## config.mk

```make
export PLATFORM = sky130hd
export DESIGN_NAME = uxc_reg_bank
export DESIGN_NICKNAME = d
export VERILOG_FILES = /design/src/common/uxc_pkg.sv /design/src/core/uxc_level_unit.sv /design/src/core/uxc_reg_bank.sv
export VERILOG_INCLUDE_DIRS = /design/src /design/src/common
export SDC_FILE = /design/constraint.sdc
export NUM_CORES = 1
export LEC_CHECK = 0
export BUFFER_PORTS_ARGS = -buffer_cell sky130_fd_sc_hd__buf_2
export CORE_UTILIZATION = 38
export CTS_CLUSTER_SIZE = 30
export DETAILED_ROUTE_END_ITERATION = 10
export PLACE_DENSITY = 0.68
export SKIP_CTS_REPAIR_TIMING = 1
export SYNTH_ARGS = -nofsm -noshare
export SYNTH_HDL_FRONTEND = slang
export SYNTH_SLANG_ARGS = --single-unit
```

## constraint.sdc

```tcl
create_clock -name mclk -period 2.35 [get_ports mclk]
set_clock_uncertainty 0.05 [all_clocks]
set_input_delay 0.3525 -clock mclk [delete_from_list [all_inputs] [get_ports mclk]]
set_output_delay 0.3525 -clock mclk [all_outputs]
set_load 0.005 [all_outputs]
```

## src/common/uxc_defs.svh

```systemverilog
// constants for the extended configuration register bank
// Function
// - divisor is sixteen bits, held as a low byte and a high byte
// - divisor bytes take writes only while sleep enable is clear
// - flow threshold low nibble sets receive fill that halts sending
// - flow threshold high nibble sets receive fill that resumes sending
// - each flow threshold nibble means nibble times four bytes, 0 to 60
// - flow threshold takes writes only with enhanced and extended bits set
// - trigger low nibble sets transmit trigger in free spaces, 4 to 60
// - trigger high nibble sets receive trigger level, steps of four
// - trigger register takes writes only with enhanced and extended bits
// - zero trigger nibble falls back to fifo control choice per direction
// - ready low bits: transmit fifo has at least trigger free spaces
// - ready high bits: receive fill above trigger, or receive timeout
// - ready status is read only at offset 7 with enable, no loopback
// - enhanced mode maps 6, 4 to first halt, resume; 2 to enhanced
// - enhanced mode maps offsets 7 and 5 to second halt and resume
// - extended access bit outside enhanced mode maps offset 6 to threshold
// - extended access maps 7 to trigger; ready enable maps 7 to status
// - modem control bit 7 picks divide by four; enhanced gated write
// - enhanced enable guards interrupt 7:4, fifo 5:4, modem 7:5 bits
// - automatic request raises at halt level, drops at restore level
`ifndef UXC_DEFS_SVH
`define UXC_DEFS_SVH
// register offsets
`define UXC_OFF_0        3'h0
`define UXC_OFF_1        3'h1
`define UXC_OFF_2        3'h2
`define UXC_OFF_3        3'h3
`define UXC_OFF_4        3'h4
`define UXC_OFF_5        3'h5
`define UXC_OFF_6        3'h6
`define UXC_OFF_7        3'h7
// line control codes and bits
`define UXC_LCR_ENH      8'hBF
`define UXC_LCR_DIV_BIT  7
// enhanced feature bits
`define UXC_EFR_ENH_BIT  4
`define UXC_EFR_ARTS_BIT 6
// modem control bits
`define UXC_MCR_RTS_BIT  1
`define UXC_MCR_FRR_BIT  2
`define UXC_MCR_LOOP_BIT 4
`define UXC_MCR_EXT_BIT  6
`define UXC_MCR_PRE_BIT  7
// interrupt enable bits
`define UXC_IER_SLP_BIT  4
// masks of bits guarded by enhanced enable
`define UXC_IER_GUARD    8'hF0
`define UXC_FCR_GUARD    8'h30
`define UXC_MCR_GUARD    8'hE0
// reset values
`define UXC_RST_BYTE     8'h00
`define UXC_RST_DIV      16'h0000
// fallback trigger levels picked by fifo control (tx 5:4, rx 7:6)
`define UXC_FCR_TX_LVL   {6'h38, 6'h20, 6'h10, 6'h08}
`define UXC_FCR_RX_LVL   {6'h3C, 6'h38, 6'h10, 6'h08}
`endif

```

## src/common/uxc_pkg.sv

```systemverilog
// types shared by the extended configuration register bank
package uxc_pkg;
    // host register access carried as one bundle
    typedef struct packed {
        logic       cs;
        logic       wr;
        logic       rd;
        logic [2:0] addr;
        logic [7:0] wdata;
    } uxc_req_t;
    // fifo fill state from the datapath
    typedef struct packed {
        logic [6:0] tx_free;
        logic [6:0] rx_fill;
        logic       rx_timeout;
    } uxc_fifo_t;
    // register window selected by line control
    typedef enum logic [1:0] {
        UXC_WIN_NORM,
        UXC_WIN_DIV,
        UXC_WIN_ENH
    } uxc_win_t;
    // automatic request-to-send state
    typedef enum logic {
        UXC_RTS_FLOW,
        UXC_RTS_HALT
    } uxc_rts_t;
endpackage : uxc_pkg

```

## src/core/uxc_level_unit.sv

```systemverilog
// trigger resolution, fifo ready flags and automatic request-to-send
`timescale 1ns/1ps
`default_nettype none
`include "uxc_defs.svh"
module uxc_level_unit (
    // clock and reset
    input  wire logic             mclk,
    input  wire logic             sys_rst,
    // configuration
    input  wire logic [7:0]       flow_threshold,
    input  wire logic [7:0]       fifo_trigger_level,
    input  wire logic [7:0]       fifo_control,
    input  wire logic             arts_en,
    input  wire logic             rts_bit,
    // fifo state
    input  wire uxc_pkg::uxc_fifo_t fifo,
    // results
    output logic                  tx_ready_r,
    output logic                  rx_ready_r,
    output logic                  rts_r
);
    import uxc_pkg::*;

    // ****************************************************************
    // level arithmetic
    // ****************************************************************
    // nibble to byte level, steps of four
    function automatic logic [6:0] nib_lvl(input logic [3:0] n);
        nib_lvl = {1'b0, n, 2'b00};
    endfunction : nib_lvl

    localparam logic [23:0] TX_TAB = `UXC_FCR_TX_LVL;
    localparam logic [23:0] RX_TAB = `UXC_FCR_RX_LVL;

    wire logic [6:0] halt_lvl    = nib_lvl(flow_threshold[3:0]);
    wire logic [6:0] restore_lvl = nib_lvl(flow_threshold[7:4]);
    wire logic [6:0] tx_fcr = {1'b0, TX_TAB[6*fifo_control[5:4] +: 6]};
    wire logic [6:0] rx_fcr = {1'b0, RX_TAB[6*fifo_control[7:6] +: 6]};
    // zero nibble falls back to fifo control choice
    wire logic [6:0] tx_trig = (fifo_trigger_level[3:0] == 4'h0) ? tx_fcr
                                                  : nib_lvl(fifo_trigger_level[3:0]);
    wire logic [6:0] rx_trig = (fifo_trigger_level[7:4] == 4'h0) ? rx_fcr
                                                  : nib_lvl(fifo_trigger_level[7:4]);
    wire logic tx_rdy_nxt = fifo.tx_free >= tx_trig;
    wire logic rx_rdy_nxt = (fifo.rx_fill > rx_trig)
                          | fifo.rx_timeout;

    // ****************************************************************
    // flow state
    // ****************************************************************
    uxc_rts_t rts_st_r;
    uxc_rts_t rts_st_nxt;

    // halt at halt level, resume at restore level
    always_comb begin
        case (rts_st_r)
            UXC_RTS_FLOW: rts_st_nxt = (fifo.rx_fill >= halt_lvl)
                                     ? UXC_RTS_HALT : UXC_RTS_FLOW;
            UXC_RTS_HALT: rts_st_nxt = (fifo.rx_fill <= restore_lvl)
                                     ? UXC_RTS_FLOW : UXC_RTS_HALT;
            default:      rts_st_nxt = UXC_RTS_FLOW;
        endcase
    end

    // registered flags and pin
    always_ff @(posedge mclk) begin
        if (sys_rst) begin
            rts_st_r   <= UXC_RTS_FLOW;
            tx_ready_r <= 1'b0;
            rx_ready_r <= 1'b0;
            rts_r      <= 1'b1;
        end else begin
            rts_st_r   <= arts_en ? rts_st_nxt : UXC_RTS_FLOW;
            tx_ready_r <= tx_rdy_nxt;
            rx_ready_r <= rx_rdy_nxt;
            rts_r      <= arts_en ? (rts_st_nxt == UXC_RTS_HALT) : ~rts_bit;
        end
    end

    // ****************************************************************
    // checks
    // ****************************************************************
    property p_rts_halt;
        @(posedge mclk) disable iff (sys_rst)
        (arts_en && fifo.rx_fill >= halt_lvl) |=> rts_r;
    endproperty
    a_rts_halt: assert property (p_rts_halt)
        else $error("request not raised at halt level");

    property p_rx_rdy;
        @(posedge mclk) disable iff (sys_rst)
        (fifo.rx_timeout || fifo.rx_fill > rx_trig) |=> rx_ready_r;
    endproperty
    a_rx_rdy: assert property (p_rx_rdy)
        else $error("receive ready missing");

    property p_tx_zero;
        @(posedge mclk) disable iff (sys_rst)
        (fifo_trigger_level[3:0] == 4'h0 && fifo.tx_free < tx_fcr) |=> !tx_ready_r;
    endproperty
    a_tx_zero: assert property (p_tx_zero)
        else $error("transmit ready ignores fallback level");
endmodule : uxc_level_unit
`default_nettype wire

```

## src/core/uxc_reg_bank.sv

```systemverilog
// extended configuration register bank of one serial channel
`timescale 1ns/1ps
`default_nettype none
`include "uxc_defs.svh"
module uxc_reg_bank (
    // clock and reset
    input  wire logic               mclk,
    input  wire logic               sys_rst,
    // host register port
    input  wire uxc_pkg::uxc_req_t  host_req,
    output logic [7:0]              rdata_r,
    // fifo state and the other channels' ready bits
    input  wire uxc_pkg::uxc_fifo_t fifo_stat,
    input  wire logic [2:0]         peer_tx_rdy,
    input  wire logic [2:0]         peer_rx_rdy,
    // configuration towards the channel
    output logic [15:0]             divisor_r,
    output logic                    prescale_div4_r,
    output logic                    sleep_en_r,
    output logic [7:0]              halt_char_one_r,
    output logic [7:0]              halt_char_two_r,
    output logic [7:0]              resume_char_one_r,
    output logic [7:0]              resume_char_two_r,
    // flow and ready state
    output logic                    rts_r,
    output logic                    tx_ready_r,
    output logic                    rx_ready_r
);
    import uxc_pkg::*;

    // ****************************************************************
    // storage
    // ****************************************************************
    logic [7:0] line_control_r;
    logic [7:0] modem_control_r;
    logic [7:0] enhanced_feature_control_r;
    logic [7:0] interrupt_enable_r;
    logic [7:0] fifo_control_r;
    logic [7:0] flow_threshold_r;
    logic [7:0] fifo_trigger_level_r;

    // ****************************************************************
    // helpers
    // ****************************************************************
    // guarded bits keep their value unless enhanced enable is set
    function automatic logic [7:0] guard_wr(input logic [7:0] old_v,
                                            input logic [7:0] new_v,
                                            input logic [7:0] mask,
                                            input logic       en);
        guard_wr = en ? new_v : ((old_v & mask) | (new_v & ~mask));
    endfunction : guard_wr

    // ****************************************************************
    // window and address decode
    // ****************************************************************
    uxc_win_t win;
    wire logic [2:0] a       = host_req.addr;
    wire logic       wr_acc  = host_req.cs & host_req.wr;
    wire logic       rd_acc  = host_req.cs & host_req.rd;
    wire logic       enh_on  = enhanced_feature_control_r[`UXC_EFR_ENH_BIT];
    wire logic       ext_on  = modem_control_r[`UXC_MCR_EXT_BIT];
    wire logic       frr_on  = modem_control_r[`UXC_MCR_FRR_BIT];
    wire logic       loop_on = modem_control_r[`UXC_MCR_LOOP_BIT];
    wire logic       sleep_on = interrupt_enable_r[`UXC_IER_SLP_BIT];

    // line control picks the window
    always_comb begin
        if (line_control_r == `UXC_LCR_ENH)
            win = UXC_WIN_ENH;
        else if (line_control_r[`UXC_LCR_DIV_BIT])
            win = UXC_WIN_DIV;
        else
            win = UXC_WIN_NORM;
    end

    wire logic div_w  = (win != UXC_WIN_NORM);     // divisor bit is set
    wire logic enh_w  = (win == UXC_WIN_ENH);
    wire logic norm_w = (win == UXC_WIN_NORM);

    // register selects
    wire logic sel_dll  = div_w & (a == `UXC_OFF_0);
    wire logic sel_dlh  = div_w & (a == `UXC_OFF_1);
    wire logic sel_ier  = norm_w & (a == `UXC_OFF_1);
    wire logic sel_fcr  = !enh_w & (a == `UXC_OFF_2);
    wire logic sel_efr  = enh_w & (a == `UXC_OFF_2);
    wire logic sel_lcr  = (a == `UXC_OFF_3);
    wire logic sel_mcr  = !enh_w & (a == `UXC_OFF_4);
    wire logic sel_resume_char_one = enh_w & (a == `UXC_OFF_4);
    wire logic sel_resume_char_two = enh_w & (a == `UXC_OFF_5);
    wire logic sel_xof1 = enh_w & (a == `UXC_OFF_6);
    wire logic sel_xof2 = enh_w & (a == `UXC_OFF_7);
    wire logic sel_tcr  = !enh_w & ext_on
                        & (a == `UXC_OFF_6);
    wire logic sel_tlr  = !enh_w & ext_on
                        & (a == `UXC_OFF_7);
    wire logic sel_frr  = !enh_w & !ext_on & frr_on & !loop_on
                        & (a == `UXC_OFF_7);

    // write enables with their gates
    wire logic we_div  = wr_acc & !sleep_on;
    wire logic we_ext  = wr_acc & enh_on;
    wire logic we_dll  = we_div & sel_dll;
    wire logic we_dlh  = we_div & sel_dlh;
    wire logic we_tcr  = we_ext & sel_tcr;
    wire logic we_tlr  = we_ext & sel_tlr;

    // guarded next values
    wire logic [7:0] ier_nxt = guard_wr(interrupt_enable_r, host_req.wdata,
                                        `UXC_IER_GUARD, enh_on);
    wire logic [7:0] fcr_nxt = guard_wr(fifo_control_r, host_req.wdata,
                                        `UXC_FCR_GUARD, enh_on);
    wire logic [7:0] mcr_nxt = guard_wr(modem_control_r, host_req.wdata,
                                        `UXC_MCR_GUARD, enh_on);

    // ready view: this channel in bits 0 and 4
    wire logic [7:0] frr_view = {peer_rx_rdy, rx_ready_r,
                                 peer_tx_rdy, tx_ready_r};

    // ****************************************************************
    // read multiplexer
    // ****************************************************************
    logic [7:0] rd_nxt;

    // unmapped or write-only offsets read as zero
    always_comb begin
        rd_nxt = `UXC_RST_BYTE;
        if (sel_dll)
            rd_nxt = divisor_r[7:0];
        else if (sel_dlh)
            rd_nxt = divisor_r[15:8];
        else if (sel_ier)
            rd_nxt = interrupt_enable_r;
        else if (sel_efr)
            rd_nxt = enhanced_feature_control_r;
        else if (sel_lcr)
            rd_nxt = line_control_r;
        else if (sel_mcr)
            rd_nxt = modem_control_r;
        else if (sel_resume_char_one)
            rd_nxt = resume_char_one_r;
        else if (sel_resume_char_two)
            rd_nxt = resume_char_two_r;
        else if (sel_xof1)
            rd_nxt = halt_char_one_r;
        else if (sel_xof2)
            rd_nxt = halt_char_two_r;
        else if (sel_tcr)
            rd_nxt = flow_threshold_r;
        else if (sel_tlr)
            rd_nxt = fifo_trigger_level_r;
        else if (sel_frr)
            rd_nxt = frr_view;
    end

    // read data register, updated on each read strobe
    always_ff @(posedge mclk) begin
        if (sys_rst)
            rdata_r <= `UXC_RST_BYTE;
        else if (rd_acc)
            rdata_r <= rd_nxt;
    end

    // ****************************************************************
    // divisor bytes
    // ****************************************************************
    // two byte halves of the baud divisor
    always_ff @(posedge mclk) begin
        if (sys_rst)
            divisor_r <= `UXC_RST_DIV;
        else if (we_dll)
            divisor_r[7:0] <= host_req.wdata;
        else if (we_dlh)
            divisor_r[15:8] <= host_req.wdata;
    end

    // ****************************************************************
    // control registers
    // ****************************************************************
    // line, modem, enhanced, interrupt enable and fifo control
    always_ff @(posedge mclk) begin
        if (sys_rst) begin
            line_control_r             <= `UXC_RST_BYTE;
            modem_control_r            <= `UXC_RST_BYTE;
            enhanced_feature_control_r <= `UXC_RST_BYTE;
            interrupt_enable_r         <= `UXC_RST_BYTE;
            fifo_control_r             <= `UXC_RST_BYTE;
        end else if (wr_acc) begin
            if (sel_lcr)
                line_control_r <= host_req.wdata;
            if (sel_mcr)
                modem_control_r <= mcr_nxt;
            if (sel_efr)
                enhanced_feature_control_r <= host_req.wdata;
            if (sel_ier)
                interrupt_enable_r <= ier_nxt;
            if (sel_fcr)
                fifo_control_r <= fcr_nxt;
        end
    end

    // ****************************************************************
    // flow characters
    // ****************************************************************
    // halt and resume characters, enhanced window only
    always_ff @(posedge mclk) begin
        if (sys_rst) begin
            resume_char_one_r <= `UXC_RST_BYTE;
            resume_char_two_r <= `UXC_RST_BYTE;
            halt_char_one_r   <= `UXC_RST_BYTE;
            halt_char_two_r   <= `UXC_RST_BYTE;
        end else if (wr_acc) begin
            if (sel_resume_char_one)
                resume_char_one_r <= host_req.wdata;
            if (sel_resume_char_two)
                resume_char_two_r <= host_req.wdata;
            if (sel_xof1)
                halt_char_one_r <= host_req.wdata;
            if (sel_xof2)
                halt_char_two_r <= host_req.wdata;
        end
    end

    // ****************************************************************
    // thresholds and trigger levels
    // ****************************************************************
    // zero after reset so fifo control levels apply
    always_ff @(posedge mclk) begin
        if (sys_rst) begin
            flow_threshold_r     <= `UXC_RST_BYTE;
            fifo_trigger_level_r <= `UXC_RST_BYTE;
        end else begin
            if (we_tcr)
                flow_threshold_r <= host_req.wdata;
            if (we_tlr)
                fifo_trigger_level_r <= host_req.wdata;
        end
    end

    // ****************************************************************
    // outputs taken from control flops
    // ****************************************************************
    assign prescale_div4_r = modem_control_r[`UXC_MCR_PRE_BIT];
    assign sleep_en_r      = interrupt_enable_r[`UXC_IER_SLP_BIT];

    // level resolution and flow control
    uxc_level_unit u_level (
        .mclk       (mclk),
        .sys_rst    (sys_rst),
        .flow_threshold        (flow_threshold_r),
        .fifo_trigger_level        (fifo_trigger_level_r),
        .fifo_control        (fifo_control_r),
        .arts_en    (enhanced_feature_control_r[`UXC_EFR_ARTS_BIT]),
        .rts_bit    (modem_control_r[`UXC_MCR_RTS_BIT]),
        .fifo       (fifo_stat),
        .tx_ready_r (tx_ready_r),
        .rx_ready_r (rx_ready_r),
        .rts_r      (rts_r)
    );

    // ****************************************************************
    // checks
    // ****************************************************************
    property p_div_lock;
        @(posedge mclk) disable iff (sys_rst)
        (wr_acc && sleep_on) |=> $stable(divisor_r);
    endproperty
    a_div_lock: assert property (p_div_lock)
        else $error("divisor written during sleep");

    property p_dll_wr;
        @(posedge mclk) disable iff (sys_rst)
        (wr_acc && !sleep_on && line_control_r[`UXC_LCR_DIV_BIT]
         && a == `UXC_OFF_0) |=> divisor_r[7:0] == $past(host_req.wdata);
    endproperty
    a_dll_wr: assert property (p_dll_wr)
        else $error("divisor low byte not written");

    property p_tcr_lock;
        @(posedge mclk) disable iff (sys_rst)
        (!(enh_on && ext_on)) |=> $stable(flow_threshold_r);
    endproperty
    a_tcr_lock: assert property (p_tcr_lock)
        else $error("threshold written without access bits");

    property p_tlr_lock;
        @(posedge mclk) disable iff (sys_rst)
        (!enh_on || !ext_on || enh_w) |=> $stable(fifo_trigger_level_r);
    endproperty
    a_tlr_lock: assert property (p_tlr_lock)
        else $error("trigger written without access bits");

    property p_ier_guard;
        @(posedge mclk) disable iff (sys_rst)
        !enh_on |=> $stable(interrupt_enable_r[7:4]);
    endproperty
    a_ier_guard: assert property (p_ier_guard)
        else $error("guarded interrupt enable bits changed");

    property p_pre_guard;
        @(posedge mclk) disable iff (sys_rst)
        !enh_on |=> $stable(prescale_div4_r);
    endproperty
    a_pre_guard: assert property (p_pre_guard)
        else $error("prescaler changed without enhanced enable");

    property p_frr_rd;
        @(posedge mclk) disable iff (sys_rst)
        (rd_acc && norm_w && !ext_on && frr_on && !loop_on
         && a == `UXC_OFF_7) |=> rdata_r == $past(frr_view);
    endproperty
    a_frr_rd: assert property (p_frr_rd)
        else $error("ready status read wrong");

    property p_xof1_wr;
        @(posedge mclk) disable iff (sys_rst)
        (wr_acc && line_control_r == `UXC_LCR_ENH && a == `UXC_OFF_6)
        |=> halt_char_one_r == $past(host_req.wdata) ##1
            $stable(flow_threshold_r);
    endproperty
    a_xof1_wr: assert property (p_xof1_wr)
        else $error("first halt character not written");

    property p_dlh_wr;
        @(posedge mclk) disable iff (sys_rst)
        (wr_acc && !sleep_on && line_control_r[`UXC_LCR_DIV_BIT]
         && a == `UXC_OFF_1) |=> divisor_r[15:8] == $past(host_req.wdata);
    endproperty
    a_dlh_wr: assert property (p_dlh_wr)
        else $error("divisor high byte not written");

    property p_tcr_wr;
        @(posedge mclk) disable iff (sys_rst)
        (wr_acc && enh_on && ext_on && !enh_w && a == `UXC_OFF_6)
        |=> flow_threshold_r == $past(host_req.wdata);
    endproperty
    a_tcr_wr: assert property (p_tcr_wr)
        else $error("threshold write did not land");

    property p_tlr_wr;
        @(posedge mclk) disable iff (sys_rst)
        (wr_acc && enh_on && ext_on && !enh_w && a == `UXC_OFF_7)
        |=> fifo_trigger_level_r == $past(host_req.wdata);
    endproperty
    a_tlr_wr: assert property (p_tlr_wr)
        else $error("trigger write did not land");

    property p_resume_char_one_wr;
        @(posedge mclk) disable iff (sys_rst)
        (wr_acc && line_control_r == `UXC_LCR_ENH && a == `UXC_OFF_4)
        |=> resume_char_one_r == $past(host_req.wdata);
    endproperty
    a_resume_char_one_wr: assert property (p_resume_char_one_wr)
        else $error("first resume character not written");
endmodule : uxc_reg_bank
`default_nettype wire
```

-- Word-level counts from Yosys, hierarchy flattened
Cells that the tools add are included.
- shifts and indexed selects: 2
- reductions and logical operators: 20
- bitwise gates (word level): 33
- equal/unequal tests: 9
- multiply operators: 2
- magnitude comparators: 4
- multiplexer cells: 24
- operators by type and width (operator ; number):
    two-way mux 8 bit ; 16
    indexed part select 24 x 6 -> 6 bit (first input constant) ; 2
    bitwise AND 1 bit ; 25
    AND reduction 2 bit ; 10
    == test 3 bit (second input constant) ; 4
    two-way mux 6 bit ; 2
    == test 8 bit (second input constant) ; 1
    logical NOT 4 bit ; 2
    multiplier 2 x 2 -> 4 bit (first input constant) ; 2
    bitwise OR 6 x 8 -> 8 bit ; 1
    bitwise OR 8 x 4 -> 8 bit ; 1
    bitwise OR 8 x 5 -> 8 bit ; 1
    >= comparator 7 x 6 -> 1 bit ; 1
    >= comparator 7 bit ; 1
    greater-than comparator 7 bit ; 1
    <= comparator 7 x 6 -> 1 bit ; 1
    == test 3 x 2 -> 1 bit (second input constant) ; 2
    logical NOT 1 bit ; 4
    two-way mux 1 bit ; 4
    NOT 1 bit ; 4
    == test 3 x 1 -> 1 bit (second input constant) ; 1
    logical NOT 3 bit ; 1
    == test 2 bit (second input constant) ; 1
    logical NOT 2 bit ; 1
    other kinds (5) ; 5
- register bits: 116
- word-level logic and storage cells: 112
- bits of input ports: 37
- output and inout port bits: 61

-- Logic depth before layout (Yosys ltp)
- word-level depth: 21
- depth in mapped cells: 9
- depth with buffers taken out: 9

-- By module
A second synthesis with hierarchy kept.
- cells, all modules: 690
- area, all modules: 6112.1 um^2
- modules (own cells, without submodules) (module ; seq. area each (um^2) ; cells an instance ; times used ; area an instance (um^2)):
    uxc_reg_bank ; 2242.2 ; 612 ; 1 ; 5494.0
    uxc_level_unit ; 80.1 ; 78 ; 1 ; 618.1

-- Worst setup path after synthesis
Ideal clock, no wire load.
- path type: input -> register
- from: in host_req[8] (netlist bit)
- to: reg rdata_r[7]
- buffers on the path: 0
- library setup time: 0.132 ns
- slack: 0.578 ns
- required time: 2.168 ns
- cell stages on the path: 6
- data arrival time: 1.590 ns
- cell sequence: nor3b_2 > nor3b_4 > a21oi_1 > a2111oi_0 > a2111o_1 > a31oi_1
- cells in the longest elaborated chain, start to end: 15
- elaborated cells on any way between the ends: 33
- those cells by class: eq/ne: 7; mux: 13; bitwise: 12; reduce/logical: 1
- ends and longest elaborated chain (item ; RTL line ; RTL):
    start, declared ; uxc_reg_bank.sv:10 ; input wire uxc_pkg::uxc_req_t host_req,
    == test 3 bit (no source line) ; - ;
    bitwise AND 1 bit ; uxc_reg_bank.sv:96 ; wire logic sel_frr = !enh_w & !ext_on & frr_on & !loop_on
    two-way mux 8 bit ; uxc_reg_bank.sv:151 ; else if (sel_frr)
    two-way mux 8 bit ; uxc_reg_bank.sv:149 ; else if (sel_tlr)
    two-way mux 8 bit ; uxc_reg_bank.sv:147 ; else if (sel_tcr)
    two-way mux 8 bit ; uxc_reg_bank.sv:145 ; else if (sel_xof2)
    two-way mux 8 bit ; uxc_reg_bank.sv:143 ; else if (sel_xof1)
    two-way mux 8 bit ; uxc_reg_bank.sv:141 ; else if (sel_resume_char_two)
    two-way mux 8 bit ; uxc_reg_bank.sv:139 ; else if (sel_resume_char_one)
    two-way mux 8 bit ; uxc_reg_bank.sv:137 ; else if (sel_mcr)
    two-way mux 8 bit ; uxc_reg_bank.sv:135 ; else if (sel_lcr)
    two-way mux 8 bit ; uxc_reg_bank.sv:133 ; else if (sel_efr)
    two-way mux 8 bit ; uxc_reg_bank.sv:131 ; else if (sel_ier)
    two-way mux 8 bit ; uxc_reg_bank.sv:129 ; else if (sel_dlh)
    two-way mux 8 bit (*) ; uxc_reg_bank.sv:127 ; if (sel_dll)
    end signal, assigned ; uxc_reg_bank.sv:158 ; rdata_r <= `UXC_RST_BYTE;
    end signal, assigned ; uxc_reg_bank.sv:160 ; rdata_r <= rd_nxt;
    end, declared ; uxc_reg_bank.sv:11 ; output logic [7:0] rdata_r,
Mark *: on every way between the ends. The rest lies on a longest branch, timed or not.
A chain may end at the register's enable or synchronous reset.

-- Final worst setup path
- from: reg line_control_r[2]
- to: reg fifo_trigger_level_r[0]
- cells in the longest elaborated chain, start to end: 7
- ends and longest elaborated chain (item ; RTL line ; RTL):
    start, declared ; uxc_reg_bank.sv:34 ; logic [7:0] line_control_r;
    start signal, assigned ; uxc_reg_bank.sv:182 ; line_control_r <= `UXC_RST_BYTE;
    start signal, assigned ; uxc_reg_bank.sv:189 ; line_control_r <= host_req.wdata;
    == test 8 bit (no source line) ; - ;
    two-way mux 2 bit ; uxc_reg_bank.sv:68 ; if (line_control_r == `UXC_LCR_ENH)
    == test 2 bit ; uxc_reg_bank.sv:77 ; wire logic enh_w = (win == UXC_WIN_ENH);
    logical NOT 1 bit ; uxc_reg_bank.sv:94 ; wire logic sel_tlr = !enh_w & ext_on
    bitwise AND 1 bit (2 in series) ; uxc_reg_bank.sv:94 ;
    bitwise AND 1 bit ; uxc_reg_bank.sv:105 ; wire logic we_tlr = we_ext & sel_tlr;
    end signal, assigned ; uxc_reg_bank.sv:230 ; fifo_trigger_level_r <= `UXC_RST_BYTE;
    end signal, assigned ; uxc_reg_bank.sv:235 ; fifo_trigger_level_r <= host_req.wdata;
    end, declared ; uxc_reg_bank.sv:40 ; logic [7:0] fifo_trigger_level_r;
No other way between the ends.

==> impl_metrics.py <==
metrics = {
    "yosys": {
        "synth_xor_area_share_pct": 0.153,
        "seq_area_frac_synth_pct": 39.0,
        "synth_cells": 717,
        "synth_edf_count": 0,
        "synth_area_um2": 5740,
        "synth_async_sr_flop_share_pct": 0,
        "synth_compound_area_share_pct": 18.1,
        "yosysWarnings": 0,
        "synth-simple-area-share_pct": 24.6,
        "avgSynthCellArea_um2": 8.01,
        "synth_mux_area_share_pct": 9.52,
        "synth-adder-area-share_pct": 3.49,
        "synth-seq-cells": 112,
        "ys_types": 64,
        "synth_top_family_by_area": "simple AND/OR/NAND/NOR gates",
        "synth_nets": 770,
        "synth_flop_cell": "dfxtp_1",
    },
    "grt": {
        "grt_pass1_vias": 4899,
        "grt_pass1_wl_mm": 28.2,
        "overflow": 0,
        "grt_usage_pct": 23.7,
        "grt_max_degree": 89,
        "antenna_found_initial": 0,
    },
    "route": {
        "drt-total-wl_mm": 18.4,
        "wl_per_cell_um": 18.3,
        "antenna_left": 0,
        "route.vias.total": 5546,
        "drt_pass1_iterations": 8,
        "viasPerCell": 5.53,
        "drcViolationCount": 17,
        "drt_iter0_markers": 594,
    },
    "worst_hold_path": {
        "worstHoldPathType": "in2reg",
    },
    "setup_path": {
        "cp-start-kind": "flop",
        "critPathMaxFanout": 17,
        "cp.required_ps": 2540,
        "crit_path_end_kind": "flop",
        "path_class": "reg2reg",
        "critical_path.top_delay_family": "simple AND/OR/NAND/NOR gates",
        "cpMaxStageDelayCell": "nor2_2",
        "worstPathCellList": "nand4_2 > buf_4 > nor2_4 > nor2_2 > nand3_2 > mux2i_1 > nor2_1",
        "worst-path-buf-inv": 1,
        "max_stage_delay_ps": 620,
        "arrival_ps": 2360,
    },
    "timing": {
        "finalHoldViolCount": 0,
        "maxSlewHeadroom_pct": 48.8,
        "fin_crit_sh_pct": 92.4,
        "rsz0062_at_grt": "false",
        "min_period_ps": 2170,
        "setup_violations": 0,
        "slew_violations": 0,
        "tightestPinTransition_ps": 767,
        "fmax_mhz": 461,
        "whs_ps": 171,
        "tns_ps": 0,
    },
    "cells_and_area": {
        "multiInputGateArea_um2": 3210,
        "final_common_cell": "nand2_1",
        "area_delta_synth_final_pct": 19.0,
        "nets": 866,
        "regArea_um2": 2240,
        "drive_above_1_share_pct": 20.2,
        "fillers": 1461,
        "layout_common_cells": "nand2_1, dfxtp_1, buf_2",
        "antenna_cells": 0,
    },
    "run_status": {
        "status": "finished, violations left",
        "violations": "DRC",
    },
    "floorplanning": {
        "die-area_um2": 15600,
        "die_w_um": 125,
        "die_height_um": 125,
        "num_io_pins": 98,
        "placementRows": 44,
        "start_util_pct": 39.2,
        "core_um2": 14600,
    },
    "clocking": {
        "cts_tree": "yes",
        "cts_htree_levels": 3,
        "cts_inserted_buffers": 9,
        "cts.path.max_buffers": 2,
        "clock-root-buffer": "clkbuf_16",
        "clk_pin_slew_ps": 70,
        "insertion_delay_ps": 370,
        "clkSinkCount": 112,
    },
    "placed_design": {
        "dp_hpwl_mm": 13.3,
        "port_buffers": 95,
        "gp_congestion": 0.985,
    },
    "power_and_ir_drop": {
        "p_leak_nw": 2.72,
        "vdd_drop_max_v": 0.000339,
        "power_density_nw_per_um2": 560,
    },
    "flow_run": {
        "maxCapViolCount": 0,
    },
}
-- sequential cells by signal, summed over array words and instances, names as in the netlist, 4 cells and up --
| name | flops |
|---|---|
| fifo_trigger_level_r | 8 |
| rdata_r | 8 |
| divisor_r | 16 |
| interrupt_enable_r | 8 |
| resume_char_one_r | 8 |
| fifo_control_r | 4 |
| halt_char_two_r | 8 |
| line_control_r | 8 |
| resume_char_two_r | 8 |
| enhanced_feature_control_r | 8 |
| halt_char_one_r | 8 |
| flow_threshold_r | 8 |
| modem_control_r | 8 |
-- synth_stat cells, types with 2 or more instances --
library cell | number | area, µm²
mux2i_1 | 49 | 490
ha_1 | 16 | 200
and2b_1 | 2 | 15.0
a211oi_1 | 4 | 30.0
nor4_1 | 3 | 18.8
nor3_4 | 2 | 32.5
and2_1 | 4 | 25.0
mux2_2 | 3 | 33.8
buf_4 | 8 | 60.1
nand3b_1 | 3 | 22.5
inv_1 | 20 | 75.1
or3_1 | 2 | 12.5
a311oi_1 | 2 | 17.5
and4_1 | 3 | 26.3
buf_2 | 10 | 50.1
clkbuf_1 | 27 | 101
nor2_1 | 76 | 285
o31ai_1 | 2 | 15.0
o2bb2ai_1 | 3 | 26.3
a2111oi_0 | 3 | 26.3
o221ai_1 | 3 | 26.3
o211ai_1 | 5 | 37.5
a31oi_1 | 4 | 25.0
and3_1 | 2 | 12.5
nand2b_1 | 4 | 25.0
dfxtp_1 | 112 | 2240
a221o_1 | 3 | 30.0
o22ai_1 | 6 | 37.5
o21ai_0 | 33 | 165
nand3_1 | 30 | 150
o21a_1 | 7 | 52.6
a21oi_1 | 86 | 430
nor3_1 | 12 | 60.1
a222oi_1 | 3 | 30.0
nand2_1 | 130 | 488
a21o_1 | 2 | 15.0
nor2b_1 | 6 | 37.5
-- cell families after synthesis --
kind of cell,after synthesis
buffers and inverters,66
xor gates and xnor gates,1
adders and majority gates,16
muxes,53
AOI/OAI and AO/OA,175
and+or+nand+nor,294
DFF,112
-- final timing paths --
check,start,to,slack (ps),cells past startpoint
setup / recovery,line_control_r[2],fifo_trigger_level_r[0],180,7
hold / removal,fifo_stat[7],u_level.rts_st_r,170,2
setup reg to reg,line_control_r[2],fifo_trigger_level_r[0],180,7
hold reg to reg,flow_threshold_r[5],flow_threshold_r[5],410,2
-- through the flow --
stage	cell area, µm²	total power [mW]	setup WS [ps]	std cells	util (%)
after floorplan	5740	2.13	578	717	-
after global placement	6530	2.27	129	986	44.6
after detailed placement	6530	2.27	140	986	44.6
after CTS	6830	3.84	193	1002	46.7
after global routing	6830	3.96	35.3	1002	46.7
final	6830	3.82	179	1002	46.7
-- where the power goes --
part,internal (mW),switching (mW)
clock network,0.860,0.733
logic,0.106,0.208
registers,1.91,0.00942
-- cell type report --
type                    count  area share [%]
clock buffers              10            3.50
repair buffers            130            11.2
multi-input cells         539            47.0
well taps                 184            3.37
clock inverters             6           0.989
inverters                  21            1.15
flip-flops and latches    112            32.8
-- layer usage --
| layer | vias to the layer above | share of wire [%] | track usage (%) |
|---|---|---|---|
| li1 | 2707 | - | - |
| met1 | 2574 | 45 | 32.4 |
| met2 | 228 | 45 | 37.0 |
| met3 | 37 | 6.0 | 2.88 |
| met4 | 0 | 3.5 | 11.9 |
| met5 | - | 0 | 0 |
Power figures use the tool's default switching activity.
